## config.mk

```make
export PLATFORM = sky130hd
export DESIGN_NAME = sepcmd_core
export DESIGN_NICKNAME = d
export VERILOG_FILES = /design/src/shared/sepcmd_pkg.sv /design/src/verilog/sepcmd_sync.sv /design/src/verilog/sepcmd_fifo.sv /design/src/verilog/sepcmd_core.sv
export SDC_FILE = /design/constraint.sdc
export NUM_CORES = 1
export LEC_CHECK = 0
export ABC_AREA = 1
export BUFFER_PORTS_ARGS = -buffer_cell sky130_fd_sc_hd__buf_2
export CORE_ASPECT_RATIO = 1.4
export CORE_MARGIN = 5
export CORE_UTILIZATION = 40
export DETAILED_ROUTE_END_ITERATION = 6
export GPL_TIMING_DRIVEN = 1
export PLACE_DENSITY_LB_ADDON = 0.15
export SLEW_MARGIN = 20
export SYNTH_ARGS = -nofsm -noshare
export SYNTH_HDL_FRONTEND = slang
export SYNTH_SLANG_ARGS = --single-unit
```

## constraint.sdc

```tcl
create_clock -name CLK_IN -period 3.6 [get_ports CLK_IN]
set_clock_uncertainty 0.15 [all_clocks]
set_input_delay 0.72 -clock CLK_IN [delete_from_list [all_inputs] [get_ports CLK_IN]]
set_output_delay 0.72 -clock CLK_IN [all_outputs]
set_load 0.01 [all_outputs]
```

## src/shared/sepcmd_pkg.sv

```systemverilog
// constants for the serial eeprom command and protection block
// assumes a 50 MHz system clock sampling a slower host serial clock
package sepcmd_pkg;
  // opcodes
  localparam logic [7:0] OP_SET_WRITE_LATCH = 8'h06;
  localparam logic [7:0] OP_CLEAR_WRITE_LATCH = 8'h04;
  localparam logic [7:0] OP_STATUS_READ = 8'h05;
  localparam logic [7:0] OP_STATUS_WRITE = 8'h01;
  localparam logic [7:0] OP_MEM_READ = 8'h03;
  localparam logic [7:0] OP_MEM_WRITE = 8'h02;
  // status register field positions
  localparam int SR_BUSY = 0;
  localparam int SR_WRITE_LATCH = 1;
  localparam int SR_GUARD_LO = 2;
  localparam int SR_GUARD_HI = 3;
  localparam int SR_PAGE_LOCK = 4;
  localparam int SR_ZERO = 5;
  localparam int SR_PAGE_SELECT = 6;
  localparam int SR_PIN_ENABLE = 7;
  // protected range bottoms (14-bit array addresses)
  localparam logic [13:0] GUARD_QUARTER_BASE = 14'h3000;
  localparam logic [13:0] GUARD_HALF_BASE = 14'h2000;
  localparam logic [13:0] GUARD_FULL_BASE = 14'h0000;
  // sizes
  localparam int ADDR_BITS = 14;
  localparam int PAGE_BITS = 6;
  localparam int PAGE_BYTES = 64;
  localparam int FIFO_DEPTH = 32;
  // self-timed write time in microseconds, and its length in clock cycles
  localparam int CLK_MHZ = 50;
  localparam int SELF_TIMED_WRITE_TIME_US = 5000;
  localparam int SELF_TIMED_WRITE_CYCLES = SELF_TIMED_WRITE_TIME_US * CLK_MHZ;
  // command decoder states
  typedef enum logic [2:0] {
    ST_OPCODE, ST_ADDR, ST_WRDATA, ST_RDDATA, ST_STATUS_OUT, ST_STATUS_IN, ST_IGNORE
  } sepcmd_state_t;
endpackage

```

## src/verilog/sepcmd_sync.sv

```systemverilog
// two-flop synchroniser for one level from outside the clock domain
// assumes the input is asynchronous to clk_in
`timescale 1ns/10ps
module sepcmd_sync (
  input wire logic clk_in,
  input wire logic nrst_in,
  input wire logic d_in,
  input wire logic rst_val_in,
  output logic q_out
);
  logic meta_r;
  // ----------------------------------------------------------------
  // capture chain
  // ----------------------------------------------------------------
  // only the second stage is ever read downstream
  always_ff @(posedge clk_in) begin
    if (!nrst_in) begin
      meta_r <= rst_val_in;
      q_out <= rst_val_in;
    end else begin
      meta_r <= d_in;
      q_out <= meta_r;
    end
  end
endmodule

```

## src/verilog/sepcmd_fifo.sv

```systemverilog
// write-data FIFO holding page bytes until programming starts
// assumes a single clock; valid/ready on both sides
`timescale 1ns/10ps
module sepcmd_fifo #(
  parameter int WIDTH = 8,
  parameter int DEPTH = 32
) (
  input wire logic clk_in,
  input wire logic nrst_in,
  input wire logic flush_in,
  input wire logic [WIDTH-1:0] wr_data_in,
  input wire logic wr_valid_in,
  output logic wr_ready_out,
  output logic [WIDTH-1:0] rd_data_out,
  output logic rd_valid_out,
  input wire logic rd_ready_in
);
  localparam int AW = $clog2(DEPTH);
  logic [WIDTH-1:0] mem [DEPTH];
  logic [AW-1:0] wp_r;
  logic [AW-1:0] rp_r;
  logic [AW:0] cnt_r;
  logic push;
  logic pop;
  // ----------------------------------------------------------------
  // flags
  // ----------------------------------------------------------------
  assign wr_ready_out = (cnt_r != (AW+1)'(DEPTH));
  assign rd_valid_out = (cnt_r != '0);
  assign push = wr_valid_in && wr_ready_out;
  assign pop = rd_valid_out && rd_ready_in;
  assign rd_data_out = mem[rp_r];
  // storage has no reset, pointers do
  always_ff @(posedge clk_in) begin
    if (push) begin
      mem[wp_r] <= wr_data_in;
    end
  end
  // pointer and count bookkeeping; flush empties the queue
  always_ff @(posedge clk_in) begin
    if (!nrst_in || flush_in) begin
      wp_r <= '0;
      rp_r <= '0;
      cnt_r <= '0;
    end else begin
      if (push) begin
        wp_r <= (wp_r == AW'(DEPTH-1)) ? '0 : wp_r + 1'b1;
      end
      if (pop) begin
        rp_r <= (rp_r == AW'(DEPTH-1)) ? '0 : rp_r + 1'b1;
      end
      cnt_r <= cnt_r + (AW+1)'(push) - (AW+1)'(pop);
    end
  end
endmodule

```

## src/verilog/sepcmd_core.sv

```systemverilog
// command decoder, status register and write protection of a serial eeprom
// assumes SPI pins arrive asynchronously and the host clock is far below CLK_IN
`timescale 1ns/10ps
module sepcmd_core
  import sepcmd_pkg::*;
#(
  parameter int WRITE_CYCLES = SELF_TIMED_WRITE_CYCLES,
  parameter int DEPTH = FIFO_DEPTH
) (
  input wire logic CLK_IN,
  input wire logic NRST_IN,
  input wire logic CS_N_IN,
  input wire logic SCK_IN,
  input wire logic SI_IN,
  input wire logic WP_N_IN,
  input wire logic HOLD_N_IN,
  output logic SO_OUT,
  output logic SO_OE_OUT,
  output logic PROG_VALID_OUT,
  output logic PROG_PAGE_OUT,
  output logic [ADDR_BITS-1:0] PROG_ADDR_OUT,
  output logic [7:0] PROG_DATA_OUT,
  output logic RD_REQ_OUT,
  output logic RD_PAGE_OUT,
  output logic [ADDR_BITS-1:0] RD_ADDR_OUT,
  input wire logic [7:0] RD_DATA_IN,
  output logic [7:0] STATUS_OUT
);
  import sepcmd_pkg::*;

  logic cs_n_s, sck_s, si_s, wp_n_s, hold_n_s;
  logic sck_d_r;
  logic cs_d_r;
  logic paused_r;
  logic rise, fall, cs_fall, cs_rise;
  sepcmd_state_t state_r;
  logic [7:0] shift_r;
  logic [2:0] bitcnt_r;
  logic [4:0] addrcnt_r;
  logic [15:0] addr_r;
  logic [7:0] out_r;
  logic rd_take_r;
  logic [7:0] opcode_r;
  logic latch_pending_r;
  logic [7:0] sr_wr_r;
  logic sr_wr_ok_r;
  logic mem_ok_r;
  logic latch_r, guard_lo_r, guard_hi_r, lock_r, page_sel_r, pin_en_r;
  logic busy_r;
  logic [31:0] timer_r;
  logic [ADDR_BITS-1:0] prog_addr_r;
  logic prog_page_r;
  logic [6:0] nbytes_r;
  logic fifo_in_valid, fifo_in_ready, fifo_out_valid, fifo_out_ready;
  logic [7:0] fifo_out_data;
  logic [7:0] byte_in;
  logic hw_protect;
  logic [13:0] guard_base;
  logic guard_any;

  // ----------------------------------------------------------------
  // pin synchronisers
  // ----------------------------------------------------------------
  sepcmd_sync u_cs (.clk_in(CLK_IN), .nrst_in(NRST_IN), .d_in(CS_N_IN),
    .rst_val_in(1'b1), .q_out(cs_n_s));
  sepcmd_sync u_sck (.clk_in(CLK_IN), .nrst_in(NRST_IN), .d_in(SCK_IN),
    .rst_val_in(1'b0), .q_out(sck_s));
  sepcmd_sync u_si (.clk_in(CLK_IN), .nrst_in(NRST_IN), .d_in(SI_IN),
    .rst_val_in(1'b0), .q_out(si_s));
  sepcmd_sync u_wp (.clk_in(CLK_IN), .nrst_in(NRST_IN), .d_in(WP_N_IN),
    .rst_val_in(1'b1), .q_out(wp_n_s));
  sepcmd_sync u_hold (.clk_in(CLK_IN), .nrst_in(NRST_IN), .d_in(HOLD_N_IN),
    .rst_val_in(1'b1), .q_out(hold_n_s));

  // edge history of the synchronised serial clock and select pins
  always_ff @(posedge CLK_IN) begin
    if (!NRST_IN) begin
      sck_d_r <= 1'b0; // idle level of the clock, so no false edge follows reset
      cs_d_r <= 1'b1;
    end else begin
      sck_d_r <= sck_s;
      cs_d_r <= cs_n_s;
    end
  end

  // pause on hold
  // hold is sampled only while the serial clock is low
  always_ff @(posedge CLK_IN) begin
    if (!NRST_IN || cs_n_s) begin
      paused_r <= 1'b0;
    end else if (!sck_s) begin
      paused_r <= !hold_n_s;
    end
  end

  assign rise = sck_s && !sck_d_r && !cs_n_s && !paused_r;
  assign fall = !sck_s && sck_d_r && !cs_n_s && !paused_r;
  assign cs_fall = !cs_n_s && cs_d_r;
  assign cs_rise = cs_n_s && !cs_d_r;
  assign byte_in = {shift_r[6:0], si_s};

  // ----------------------------------------------------------------
  // protection decode
  // ----------------------------------------------------------------
  // pin protection
  assign hw_protect = pin_en_r && !wp_n_s;
  assign guard_any = guard_lo_r || guard_hi_r;
  always_comb begin
    unique case ({guard_hi_r, guard_lo_r})
      2'b01: guard_base = GUARD_QUARTER_BASE;
      2'b10: guard_base = GUARD_HALF_BASE;
      default: guard_base = GUARD_FULL_BASE;
    endcase
  end

  // ----------------------------------------------------------------
  // serial command sequencer
  // ----------------------------------------------------------------
  always_ff @(posedge CLK_IN) begin
    if (!NRST_IN || cs_n_s) begin
      state_r <= ST_OPCODE;
      shift_r <= 8'h00;
      bitcnt_r <= 3'h0;
      addrcnt_r <= 5'h00;
      opcode_r <= 8'h00;
    end else if (rise) begin
      shift_r <= byte_in;
      bitcnt_r <= bitcnt_r + 3'h1;
      if (bitcnt_r == 3'h7) begin
        unique case (state_r)
          ST_OPCODE: begin
            opcode_r <= byte_in;
            if (byte_in == OP_STATUS_READ) begin
              state_r <= ST_STATUS_OUT;
            end else if (busy_r) begin
              state_r <= ST_IGNORE;
            end else if (byte_in == OP_STATUS_WRITE) begin
              state_r <= ST_STATUS_IN;
            end else if (byte_in == OP_MEM_READ || byte_in == OP_MEM_WRITE) begin
              state_r <= ST_ADDR;
            end else begin
              state_r <= ST_IGNORE;
            end
          end
          ST_ADDR: begin
            addrcnt_r <= addrcnt_r + 5'h1;
            if (addrcnt_r == 5'h1) begin
              state_r <= (opcode_r == OP_MEM_READ) ? ST_RDDATA : ST_WRDATA;
            end
          end
          ST_STATUS_IN: state_r <= ST_IGNORE;
          default: state_r <= state_r;
        endcase
      end
    end
  end

  // address register; reads advance through the whole array, or wrap inside the page when page select is set
  always_ff @(posedge CLK_IN) begin
    if (!NRST_IN) begin
      addr_r <= 16'h0000;
    end else if (rise && state_r == ST_ADDR) begin
      addr_r <= {addr_r[14:0], si_s};
    end else if (rise && state_r == ST_RDDATA && bitcnt_r == 3'h7) begin
      addr_r <= addr_r + 16'h0001;
    end
  end

  // read data request toward the array, one per byte
  always_ff @(posedge CLK_IN) begin
    if (!NRST_IN) begin
      RD_REQ_OUT <= 1'b0;
      RD_ADDR_OUT <= '0;
      RD_PAGE_OUT <= 1'b0;
    end else begin
      RD_REQ_OUT <= rise && bitcnt_r == 3'h7 &&
        (state_r == ST_RDDATA || (state_r == ST_ADDR && addrcnt_r == 5'h1));
      RD_PAGE_OUT <= page_sel_r;
      RD_ADDR_OUT <= page_sel_r ? {8'h00, byte_in[5:0]} : {addr_r[12:7], byte_in};
      if (state_r == ST_RDDATA) begin
        // fetch ahead: the byte after the one now shifting out
        RD_ADDR_OUT <= page_sel_r ? {8'h00, addr_r[5:0] + 6'h01} : addr_r[13:0] + 14'h0001;
      end
    end
  end

  // ----------------------------------------------------------------
  // serial output
  // ----------------------------------------------------------------
  // tristate when deselected
  always_ff @(posedge CLK_IN) begin
    if (!NRST_IN) begin
      out_r <= 8'h00;
      rd_take_r <= 1'b0;
      SO_OUT <= 1'b0;
      SO_OE_OUT <= 1'b0;
    end else begin
      SO_OE_OUT <= !cs_n_s && !paused_r &&
        (state_r == ST_STATUS_OUT || state_r == ST_RDDATA);
      // array answers in the cycle after the request
      rd_take_r <= RD_REQ_OUT;
      if (rd_take_r) begin
        out_r <= RD_DATA_IN;
      end else if (rise && bitcnt_r == 3'h7 && state_r == ST_OPCODE) begin
        out_r <= STATUS_OUT;
      end else if (fall && bitcnt_r == 3'h0 && state_r == ST_STATUS_OUT) begin
        out_r <= STATUS_OUT;
      end
      if (fall) begin
        SO_OUT <= (bitcnt_r == 3'h0) ? out_r[7] : out_r[3'h7 - bitcnt_r];
      end
    end
  end

  // ----------------------------------------------------------------
  // status register and write permission
  // ----------------------------------------------------------------
  // pending latch
  // set latch only counts if select rises straight after the opcode
  always_ff @(posedge CLK_IN) begin
    if (!NRST_IN || cs_fall) begin
      latch_pending_r <= 1'b0;
    end else if (rise) begin
      latch_pending_r <= bitcnt_r == 3'h7 && state_r == ST_OPCODE &&
        byte_in == OP_SET_WRITE_LATCH && !busy_r;
    end
  end

  // capture status data byte and its permission at the eighth bit
  always_ff @(posedge CLK_IN) begin
    if (!NRST_IN || cs_fall) begin
      sr_wr_r <= 8'h00;
      sr_wr_ok_r <= 1'b0;
    end else if (rise && state_r == ST_STATUS_IN && bitcnt_r == 3'h7) begin
      sr_wr_r <= byte_in;
      sr_wr_ok_r <= latch_r && !hw_protect;
    end else if (rise && state_r == ST_IGNORE) begin
      sr_wr_ok_r <= 1'b0; // extra bits spoil the sequence
    end else if (hw_protect) begin
      sr_wr_ok_r <= 1'b0; // pin low mid-frame interrupts the write
    end
  end

  always_comb begin
    STATUS_OUT = 8'h00;
    STATUS_OUT[SR_PIN_ENABLE] = pin_en_r;
    STATUS_OUT[SR_PAGE_SELECT] = page_sel_r;
    STATUS_OUT[SR_ZERO] = 1'b0;
    STATUS_OUT[SR_PAGE_LOCK] = lock_r;
    STATUS_OUT[SR_GUARD_HI] = guard_hi_r;
    STATUS_OUT[SR_GUARD_LO] = guard_lo_r;
    STATUS_OUT[SR_WRITE_LATCH] = latch_r;
    STATUS_OUT[SR_BUSY] = busy_r;
  end

  always_ff @(posedge CLK_IN) begin
    if (!NRST_IN) begin
      latch_r <= 1'b0;
    end else if (busy_r && timer_r == 32'h1) begin
      latch_r <= 1'b0;
    end else if (cs_rise && latch_pending_r) begin
      latch_r <= 1'b1;
    end else if (rise && bitcnt_r == 3'h7 && state_r == ST_OPCODE &&
                 byte_in == OP_CLEAR_WRITE_LATCH && !busy_r) begin
      latch_r <= 1'b0;
    end
  end

  // status bits loaded by a status write; busy is never host-writable
  always_ff @(posedge CLK_IN) begin
    if (!NRST_IN) begin
      pin_en_r <= 1'b0;
      guard_hi_r <= 1'b0;
      guard_lo_r <= 1'b0;
      lock_r <= 1'b0;
      page_sel_r <= 1'b0;
    end else if (cs_rise && sr_wr_ok_r && state_r == ST_IGNORE &&
                 bitcnt_r == 3'h0 && opcode_r == OP_STATUS_WRITE) begin
      pin_en_r <= sr_wr_r[SR_PIN_ENABLE];
      guard_hi_r <= sr_wr_r[SR_GUARD_HI];
      guard_lo_r <= sr_wr_r[SR_GUARD_LO];
      if (!(sr_wr_r[SR_PAGE_SELECT] && sr_wr_r[SR_PAGE_LOCK])) begin
        lock_r <= lock_r || sr_wr_r[SR_PAGE_LOCK];
        page_sel_r <= sr_wr_r[SR_PAGE_SELECT];
      end
    end else if (cs_rise && (opcode_r == OP_MEM_READ || opcode_r == OP_MEM_WRITE) &&
                 state_r != ST_ADDR && state_r != ST_OPCODE) begin
      page_sel_r <= 1'b0;
    end
  end

  // locked page
  // permission for the memory write, judged on the first data byte address
  always_ff @(posedge CLK_IN) begin
    if (!NRST_IN || cs_fall) begin
      mem_ok_r <= 1'b0;
    end else if (rise && state_r == ST_ADDR && addrcnt_r == 5'h1 && bitcnt_r == 3'h7) begin
      mem_ok_r <= latch_r && (page_sel_r ?
        (!lock_r && !(guard_hi_r && guard_lo_r) &&
         !(guard_any && {8'h00, byte_in[5:0]} >= guard_base)) :
        !(guard_any && {addr_r[12:7], byte_in} >= guard_base));
    end else if (rise && state_r == ST_WRDATA && bitcnt_r != 3'h7) begin
      mem_ok_r <= mem_ok_r;
    end else if (rise && state_r == ST_WRDATA && bitcnt_r == 3'h7 && !fifo_in_ready) begin
      mem_ok_r <= 1'b0; // page buffer overflow spoils the write
    end else if (hw_protect && !latch_r) begin
      mem_ok_r <= 1'b0;
    end
  end

  assign fifo_in_valid = rise && state_r == ST_WRDATA && bitcnt_r == 3'h7 && mem_ok_r;
  assign fifo_out_ready = busy_r && PROG_VALID_OUT == 1'b0;

  // count bytes accepted into the page buffer for the write
  always_ff @(posedge CLK_IN) begin
    if (!NRST_IN || cs_fall) begin
      nbytes_r <= 7'h00;
    end else if (fifo_in_valid && fifo_in_ready) begin
      nbytes_r <= nbytes_r + 7'h01;
    end
  end

  sepcmd_fifo #(.WIDTH(8), .DEPTH(DEPTH)) u_fifo (
    .clk_in(CLK_IN),
    .nrst_in(NRST_IN),
    .flush_in(cs_fall && !busy_r),
    .wr_data_in(byte_in),
    .wr_valid_in(fifo_in_valid),
    .wr_ready_out(fifo_in_ready),
    .rd_data_out(fifo_out_data),
    .rd_valid_out(fifo_out_valid),
    .rd_ready_in(fifo_out_ready)
  );

  // ----------------------------------------------------------------
  // self-timed write
  // ----------------------------------------------------------------
  // start on select rise
  always_ff @(posedge CLK_IN) begin
    if (!NRST_IN) begin
      busy_r <= 1'b0;
      timer_r <= 32'h0;
    end else if (!busy_r && cs_rise &&
                 ((opcode_r == OP_MEM_WRITE && mem_ok_r && nbytes_r != 7'h00 &&
                   bitcnt_r == 3'h0) ||
                  (opcode_r == OP_STATUS_WRITE && sr_wr_ok_r && bitcnt_r == 3'h0 &&
                   state_r == ST_IGNORE))) begin
      busy_r <= 1'b1;
      timer_r <= 32'(WRITE_CYCLES);
    end else if (busy_r) begin
      timer_r <= timer_r - 32'h1;
      if (timer_r == 32'h1) begin
        busy_r <= 1'b0;
      end
    end
  end

  // drain buffered bytes to the array with wrapped page addresses
  always_ff @(posedge CLK_IN) begin
    if (!NRST_IN) begin
      PROG_VALID_OUT <= 1'b0;
      PROG_PAGE_OUT <= 1'b0;
      PROG_ADDR_OUT <= '0;
      PROG_DATA_OUT <= 8'h00;
      prog_addr_r <= '0;
      prog_page_r <= 1'b0;
    end else begin
      PROG_VALID_OUT <= fifo_out_valid && fifo_out_ready;
      PROG_DATA_OUT <= fifo_out_data;
      PROG_ADDR_OUT <= prog_addr_r;
      PROG_PAGE_OUT <= prog_page_r;
      if (cs_rise && !busy_r) begin
        prog_addr_r <= addr_r[13:0];
        prog_page_r <= page_sel_r;
      end else if (PROG_VALID_OUT) begin
        prog_addr_r <= {prog_addr_r[13:6], prog_addr_r[5:0] + 6'h01};
      end
    end
  end
endmodule

```

Word-level counts from Yosys, hierarchy flattened:

Memories as Yosys holds them, arrays and structs flattened. A register that Yosys moved wholly into a read port is not among the register bits.
Index checks and enable logic that the tools add are counted.

* muxes and demuxes: 43
* reduce and logical (&&, ||, !) cells: 114
* bitwise operators: 3
* shift operators: 0
* multiply operators: 0
* divide/modulo/power cells: 0
* add/sub/neg operators: 13
* equal/unequal tests: 28
* order comparisons: 3

Operator list (count)
* 1-bit logical AND: 65
* 14-bit 2-to-1 mux: 4
* 18-bit 2-to-1 mux: 2
* 32-bit by 1-bit equality test with 1-bit output (second input constant): 1
* 8-bit by 2-bit equality test with 1-bit output (second input constant): 4
* 16-bit 2-to-1 mux: 2
* 32-bit by 1-bit subtractor with 32-bit output (second input constant): 1
* 14-bit one-hot mux with 2 select lines: 1
* 8-bit by 3-bit equality test with 1-bit output (second input constant): 3
* 8-bit 2-to-1 mux: 3
* 1-bit 2-to-1 mux: 21
* 1-bit zero test: 17
* 16-bit by 1-bit adder with 16-bit output (second input constant): 1
* 8-bit by 1-bit equality test with 1-bit output (second input constant): 2
* 5-bit by 1-bit adder with 5-bit output (second input constant): 3
* 3-bit 2-to-1 mux: 5
* 3-bit nonzero test: 5
* 14-bit by 1-bit adder with 14-bit output (second input constant): 1
* 14-bit greater-or-equal comparator: 1
* 6-bit by 14-bit greater-or-equal comparator with 1-bit output: 1
* 6-bit by 1-bit adder with 6-bit output (second input constant): 2
* 3-bit equality test (second input constant): 4
* 5-bit equality test (second input constant): 2
* 1-bit logical OR: 10
* other kinds (29): 43

* bits in registers: 186
* memory bits (writable): 256
* bits in latches: 0
* bits of input ports: 15
* memory bits (read-only): 0
* memories: 1
* output and inout port bits: 50
* word-level logic and storage cells: 254

Memories
* u_fifo.mem: depth 32, bits a word 8, read ports 1, clocked after memory_dff 1, wr ports 1, RTL line sepcmd_fifo.sv:19 `logic [WIDTH-1:0] mem [DEPTH];`

Logic depth before layout (Yosys ltp):

* depth after elaboration: 10
* depth in mapped cells: 16
* depth with buffers taken out: 16

Cells and area by module:

Synthesis repeated with hierarchy kept, for this count alone.

* cell total of the unflattened synthesis: 2169
* area, all modules: 19820.3 sq um

By module, submodules not included
* sepcmd_fifo: instances 1, sequential area each 8107.8 sq um, area each 11661.2 sq um, cells an instance 1042
* sepcmd_core: instances 1, sequential area each 3263.1 sq um, area each 7833.8 sq um, cells an instance 1087
* sepcmd_sync: instances 5, sequential area each 40.0 sq um, area each 65.1 sq um, cells an instance 8

Worst setup path before layout:

OpenSTA, ideal clock, no wires.

* path kind: register to register
* start: reg bitcnt_r[1]
* end: mem u_fifo.mem[19][0], enable pin
* setup time: 0.383 ns
* data arrival time: 1.948 ns
* slack: 1.119 ns
* stages on the path, launching flop included: 9
* period minus slack after synthesis: 2.481 ns
* data required time: 3.067 ns
* path buffers: 0
* cell sequence: dfxtp_1 -> ha_1 -> ha_1 -> nand3_4 -> nor2_2 -> nand3_1 -> inv_2 -> nand3_1 -> nor3_1

* word-level cells in the longest chain between the ends: 6

Ends and longest elaborated chain
* start, declared: RTL line sepcmd_core.sv:38 `logic [2:0] bitcnt_r;`
* start signal, assigned: RTL line sepcmd_core.sv:128 `bitcnt_r <= bitcnt_r + 3'h1;`
* 3-bit equality test: RTL line sepcmd_core.sv:311 `assign fifo_in_valid = rise && state_r == ST_WRDATA && bitcnt_r == 3'h7 && mem_ok_r;`
* 1-bit logical AND (2 in a row): RTL line sepcmd_core.sv:311
* 1-bit logical AND: RTL line sepcmd_fifo.sv:30 `assign push = wr_valid_in && wr_ready_out;`
* 1-bit 2-to-1 mux: RTL line sepcmd_fifo.sv:35 `if (push) begin`
* 1-bit 2-to-1 mux (not written as such): RTL line sepcmd_fifo.sv:36 `mem[wp_r] <= wr_data_in;`
* end, declared: RTL line sepcmd_fifo.sv:19

Every way passes these cells.

Final worst setup path:

* start: reg bitcnt_r[1]
* end: mem u_fifo.mem[15][1], enable pin

The elaborated chain is that of the path after synthesis.

==> reports/results.md <==
| Group | Item | Reported |
|---|---|---|
| floorplan | Die area | 0.0529 mm^2 |
| clocking | Number of H-tree levels | 2 |
| cells and area | Final design instance area without fill | 0.0216 mm^2 |
| clocking | Clock slew seen by the registers of the worst setup and hold paths | 60 ps |
| floorplan | Core area | 0.0479 mm^2 |
| logic synthesis | Post-synthesis sequential area ratio | 59.3% |
| global routing | Global routing usage summed across all routing layers | 19.1% |
| placement | Placed wire-length estimate | 35300 um |
| cells and area | Multi-input gate area | 0.00672 mm^2 |
| detailed routing | Routed wire length per instance | 18.3 um |
| setup path | CP arrival | 2990 ps |
| clocking | Resize count post-CTS | 0 |
| timing | Unrepaired setup endpoints after global routing | false |
| logic synthesis | Syn_nets | 2163 |
| timing | Rel. slew slack | 45.8% |
| detailed routing | Routed via count | 14400 |
| floorplan | Number of primary I/O pins | 65 |
| cells and area | Fillers | 4605 |
| cells and area | Diodes inserted | 0 |
| clocking | Number of setup buffers added after CTS | 0 |
| detailed routing | Number of search-and-repair iterations in the first detailed-routing pass | 5 |
| pwr | Leakage power | 8.30 nW |
| logic synthesis | Number of distinct library cells after synthesis | 47 |
| global routing | Number of global-route vias before repair | 14300 |
| pwr | Peak VDD IR | 0.319 mV |
| clocking | Count of hold-fix buffers inserted at cts | 0 |
| placement | Number of port buffers | 63 |
| global routing | Total gr overflow | 0 |
| global routing | Number of antenna violations at the first check in global routing | 0 |
| setup path | Worst reg2reg path startpoint | bitcnt_r[1]$_SDFFE_PP0N_ |
| setup path | Capture point of the worst reg-to-reg path | u_fifo.mem[15][1]$_DFFE_PP_ |
| cells and area | Storage element area | 0.0115 mm^2 |
| logic synthesis | Syn Std Cell Area | 0.0194 mm^2 |
| global routing | Pin count of the biggest net entering global routing | 90 |
| setup path | Critical Path Source | bitcnt_r[1]$_SDFFE_PP0N_ |
| detailed routing | Average vias per placed instance | 5.09 |
| cells and area | Area added between synthesis and finish | 11.9% |
| timing | Smallest hold slack | 201 ps |
| setup path | Worst Setup Path Type | reg2reg |
| timing | Portion of the clock cycle consumed by the worst path in the final layout | 82.4% |
| placement | Placed cell areas | 0.0202 mm^2 |
| timing | Hold Fails Final Rpt | 0 |
| min path | Class of the most critical hold timing path | in2reg |
| setup path | Worst endpoint required time | 3620 ps |
| cells and area | Final Net Count | 2206 |
| timing | F_max | 337 MHz |
| run status | Status | completed |
| floorplan | Number of rows created at floorplan | 95 |
| timing | Final max-slew violation count | 0 |
| timing | Total negative slack for setup checks | 0 ps |
| clocking | Maximum count of clock buffers along a single path | 3 |
| setup path | Reg2reg setup slack | 630 ps |
| logic synthesis | Post-Syn Area per Cell | 9.15 um^2 |
| timing | Worst-margin pin slew | 810 ps |
| timing | Minimum clock period | 2970 ps |
| floorplan | Die outline width | 196 um |
| setup path | Worst reg-to-reg path cell count | 8 |
| logic synthesis | Gate count after technology mapping | 2115 |
| setup path | Startpoint type of the worst setup path | flop |
| clocking | Insertion delay to the later sink of the worst-skew pair | 560 ps |
| clocking | Clock buffer count from CTS | 44 |
| clocking | Clock tree from TritonCTS | built |
| clocking | CTS Root Buffer Type | sky130_fd_sc_hd__clkbuf_16 |
| detailed routing | Total DRC errors in the routed layout | 0 |
| detailed routing | Detailed Route WL | 51700 um |
| run | Reported max-cap violation count | 0 |
| detailed routing | 1st-iter DRT viols | 886 |
| clocking | Number of clock sinks | 445 |
| logic synthesis | Number of warnings reported in the yosys synthesis log | 0 |
| logic synthesis | Number of flip-flops and latches in the synthesized netlist | 445 |
| setup path | Termination of the worst setup path | u_fifo.mem[15][1]$_DFFE_PP_ |
| detailed routing | Final antenna-violating net count | 0 |
| pwr | PwrDens | 463 mW/mm^2 |
| floorplan | Effective utilization at floorplan | 40.4% |
| timing | Total setup violations reported at the end of the flow | 0 |
| setup path | Sort of element at the end of the critical path | flop |
| floorplan | Die height | 270 um |
| cells and area | Fraction of layout instances using a drive strength above 1 | 10.4% |
| setup path | Maximum fanout encountered on the critical timing path | 13 |
| placement | RePlAce Congestion | 0.872 |
| global routing | First-pass GRT wire length | 79500 um |
-- cell usage in the layout (no fill, tap or decap), drive strengths merged, types with 24 or more instances in the layout --
| master | netlist | layout |
|---|---|---|
| a21oi | 109 | 109 |
| buf | 66 | 95 |
| clkbuf | 32 | 64 |
| dfxtp | 189 | 189 |
| edfxtp | 256 | 256 |
| ha | 32 | 32 |
| inv | 175 | 175 |
| nand2 | 513 | 513 |
| nand3 | 220 | 220 |
| nor2 | 262 | 262 |
| nor3 | 27 | 27 |
| o21ai | 127 | 127 |
| xor2 | 24 | 24 |
-- synthesized netlist by cell type (all sizes together) --
library cell  number  share of area, %
fa                 1              0.10
ha                32               2.1
nand3            220               6.0
buf               66               2.0
edfxtp           256                40
nand2            513                10
or2                9              0.29
a21oi            109               2.9
xnor2              4              0.18
clkinv             2             0.039
a22oi              4              0.16
xor2              24               1.1
o221ai             1             0.045
inv              175               3.4
nand4             19              0.61
o21ai            127               3.3
o31ai              1             0.039
a211oi             6              0.26
a31oi             12              0.39
dfxtp            189                20
o22ai              9              0.29
nor3b              2             0.078
o2bb2ai            1             0.045
and3               2             0.065
o211ai             5              0.19
nor4               1             0.032
conb               1             0.019
nand3b             2             0.078
nor3              27              0.83
nor2             262               5.6
clkbuf            32              0.62
a21boi             1             0.039
-- cells by family (layout without fill, tap and decap cells) --
logic type	Yosys count	in the layout	share of synthesized area (%)
simple gates	1057	1057	23.6
buf+inv	275	353	6.01
fa+ha+maj	33	33	2.17
other cells	1	1	0.0194
compound gates	276	276	7.62
flops	445	445	59.3
xor+xnor	28	28	1.27
-- state kept, by name, summed over array words and instances (netlist names), 2 cells and up, named ones only --
name	cells
PROG_ADDR_OUT	14
PROG_DATA_OUT	8
RD_ADDR_OUT	14
addr_r	14
addrcnt_r	5
bitcnt_r	3
nbytes_r	7
opcode_r	8
out_r	8
prog_addr_r	14
shift_r	7
sr_wr_r	5
state_r	2
timer_r	32
u_fifo.cnt_r	6
u_fifo.mem	256
u_fifo.rp_r	5
u_fifo.wp_r	5
-- report_power, final --
group	internal, W	switching, W	total (W)
Combinational	0.0000299	0.0000776	0.000108
Clock	0.00264	0.00192	0.00457
Sequential	0.00534	0.00000681	0.00535
-- worst max-delay path, stage by stage, from the launching register on --
cell                      delay [ps]
sky130_fd_sc_hd__dfxtp_1         440
sky130_fd_sc_hd__ha_1            190
sky130_fd_sc_hd__ha_1            240
sky130_fd_sc_hd__nand3_4         140
sky130_fd_sc_hd__nor2_2          160
sky130_fd_sc_hd__nand3_1         120
sky130_fd_sc_hd__inv_2           230
sky130_fd_sc_hd__nand2_1         310
sky130_fd_sc_hd__nor2_1          590
-- metal layers --
layer	share of wire, %	GRT usage, %	vias up
li1	-	-	7123
met1	39	22.0	6766
met2	51	34.6	357
met3	4.4	2.68	135
met4	5.2	9.38	0
met5	0	0	-
-- worst min path at each step --
stage | slack [ps] | depth (start not counted) | start | to
after global placement | 250 | 2 | u_si.meta_r$_SDFF_PN0_ | u_si.q_out$_SDFF_PN0_
after global routing | 200 | 2 | CS_N_IN | u_cs.meta_r$_SDFF_PN1_
after detailed placement | 250 | 1 | u_wp.meta_r$_SDFF_PN1_ | u_wp.q_out$_SDFF_PN1_
after floorplan | 240 | 2 | u_sck.meta_r$_SDFF_PN0_ | u_sck.q_out$_SDFF_PN0_
after CTS | 180 | 3 | SCK_IN | u_sck.meta_r$_SDFF_PN0_
final | 200 | 3 | SCK_IN | u_sck.meta_r$_SDFF_PN0_
-- area by class of cell --
class | instances | area share, %
well taps | 630 | 3.64
clock inverters | 17 | 0.815
repair buffers | 95 | 2.62
multi-input cells | 1395 | 31.0
inverters | 177 | 3.07
clock buffers | 64 | 5.80
flip-flops and latches | 445 | 53.0
-- metrics by stage --
step	total power [W]	util [%]	setup slack [ps]	instances
after floorplan	0.00552	-	1120	2115
after global placement	0.00557	42.2	707	2742
after detailed placement	0.00557	42.2	618	2742
after CTS	0.0101	45.2	597	2823
after global routing	0.0104	45.2	425	2823
final	0.0100	45.2	635	2823
No activity file was read; power rests on OpenSTA's default activity.
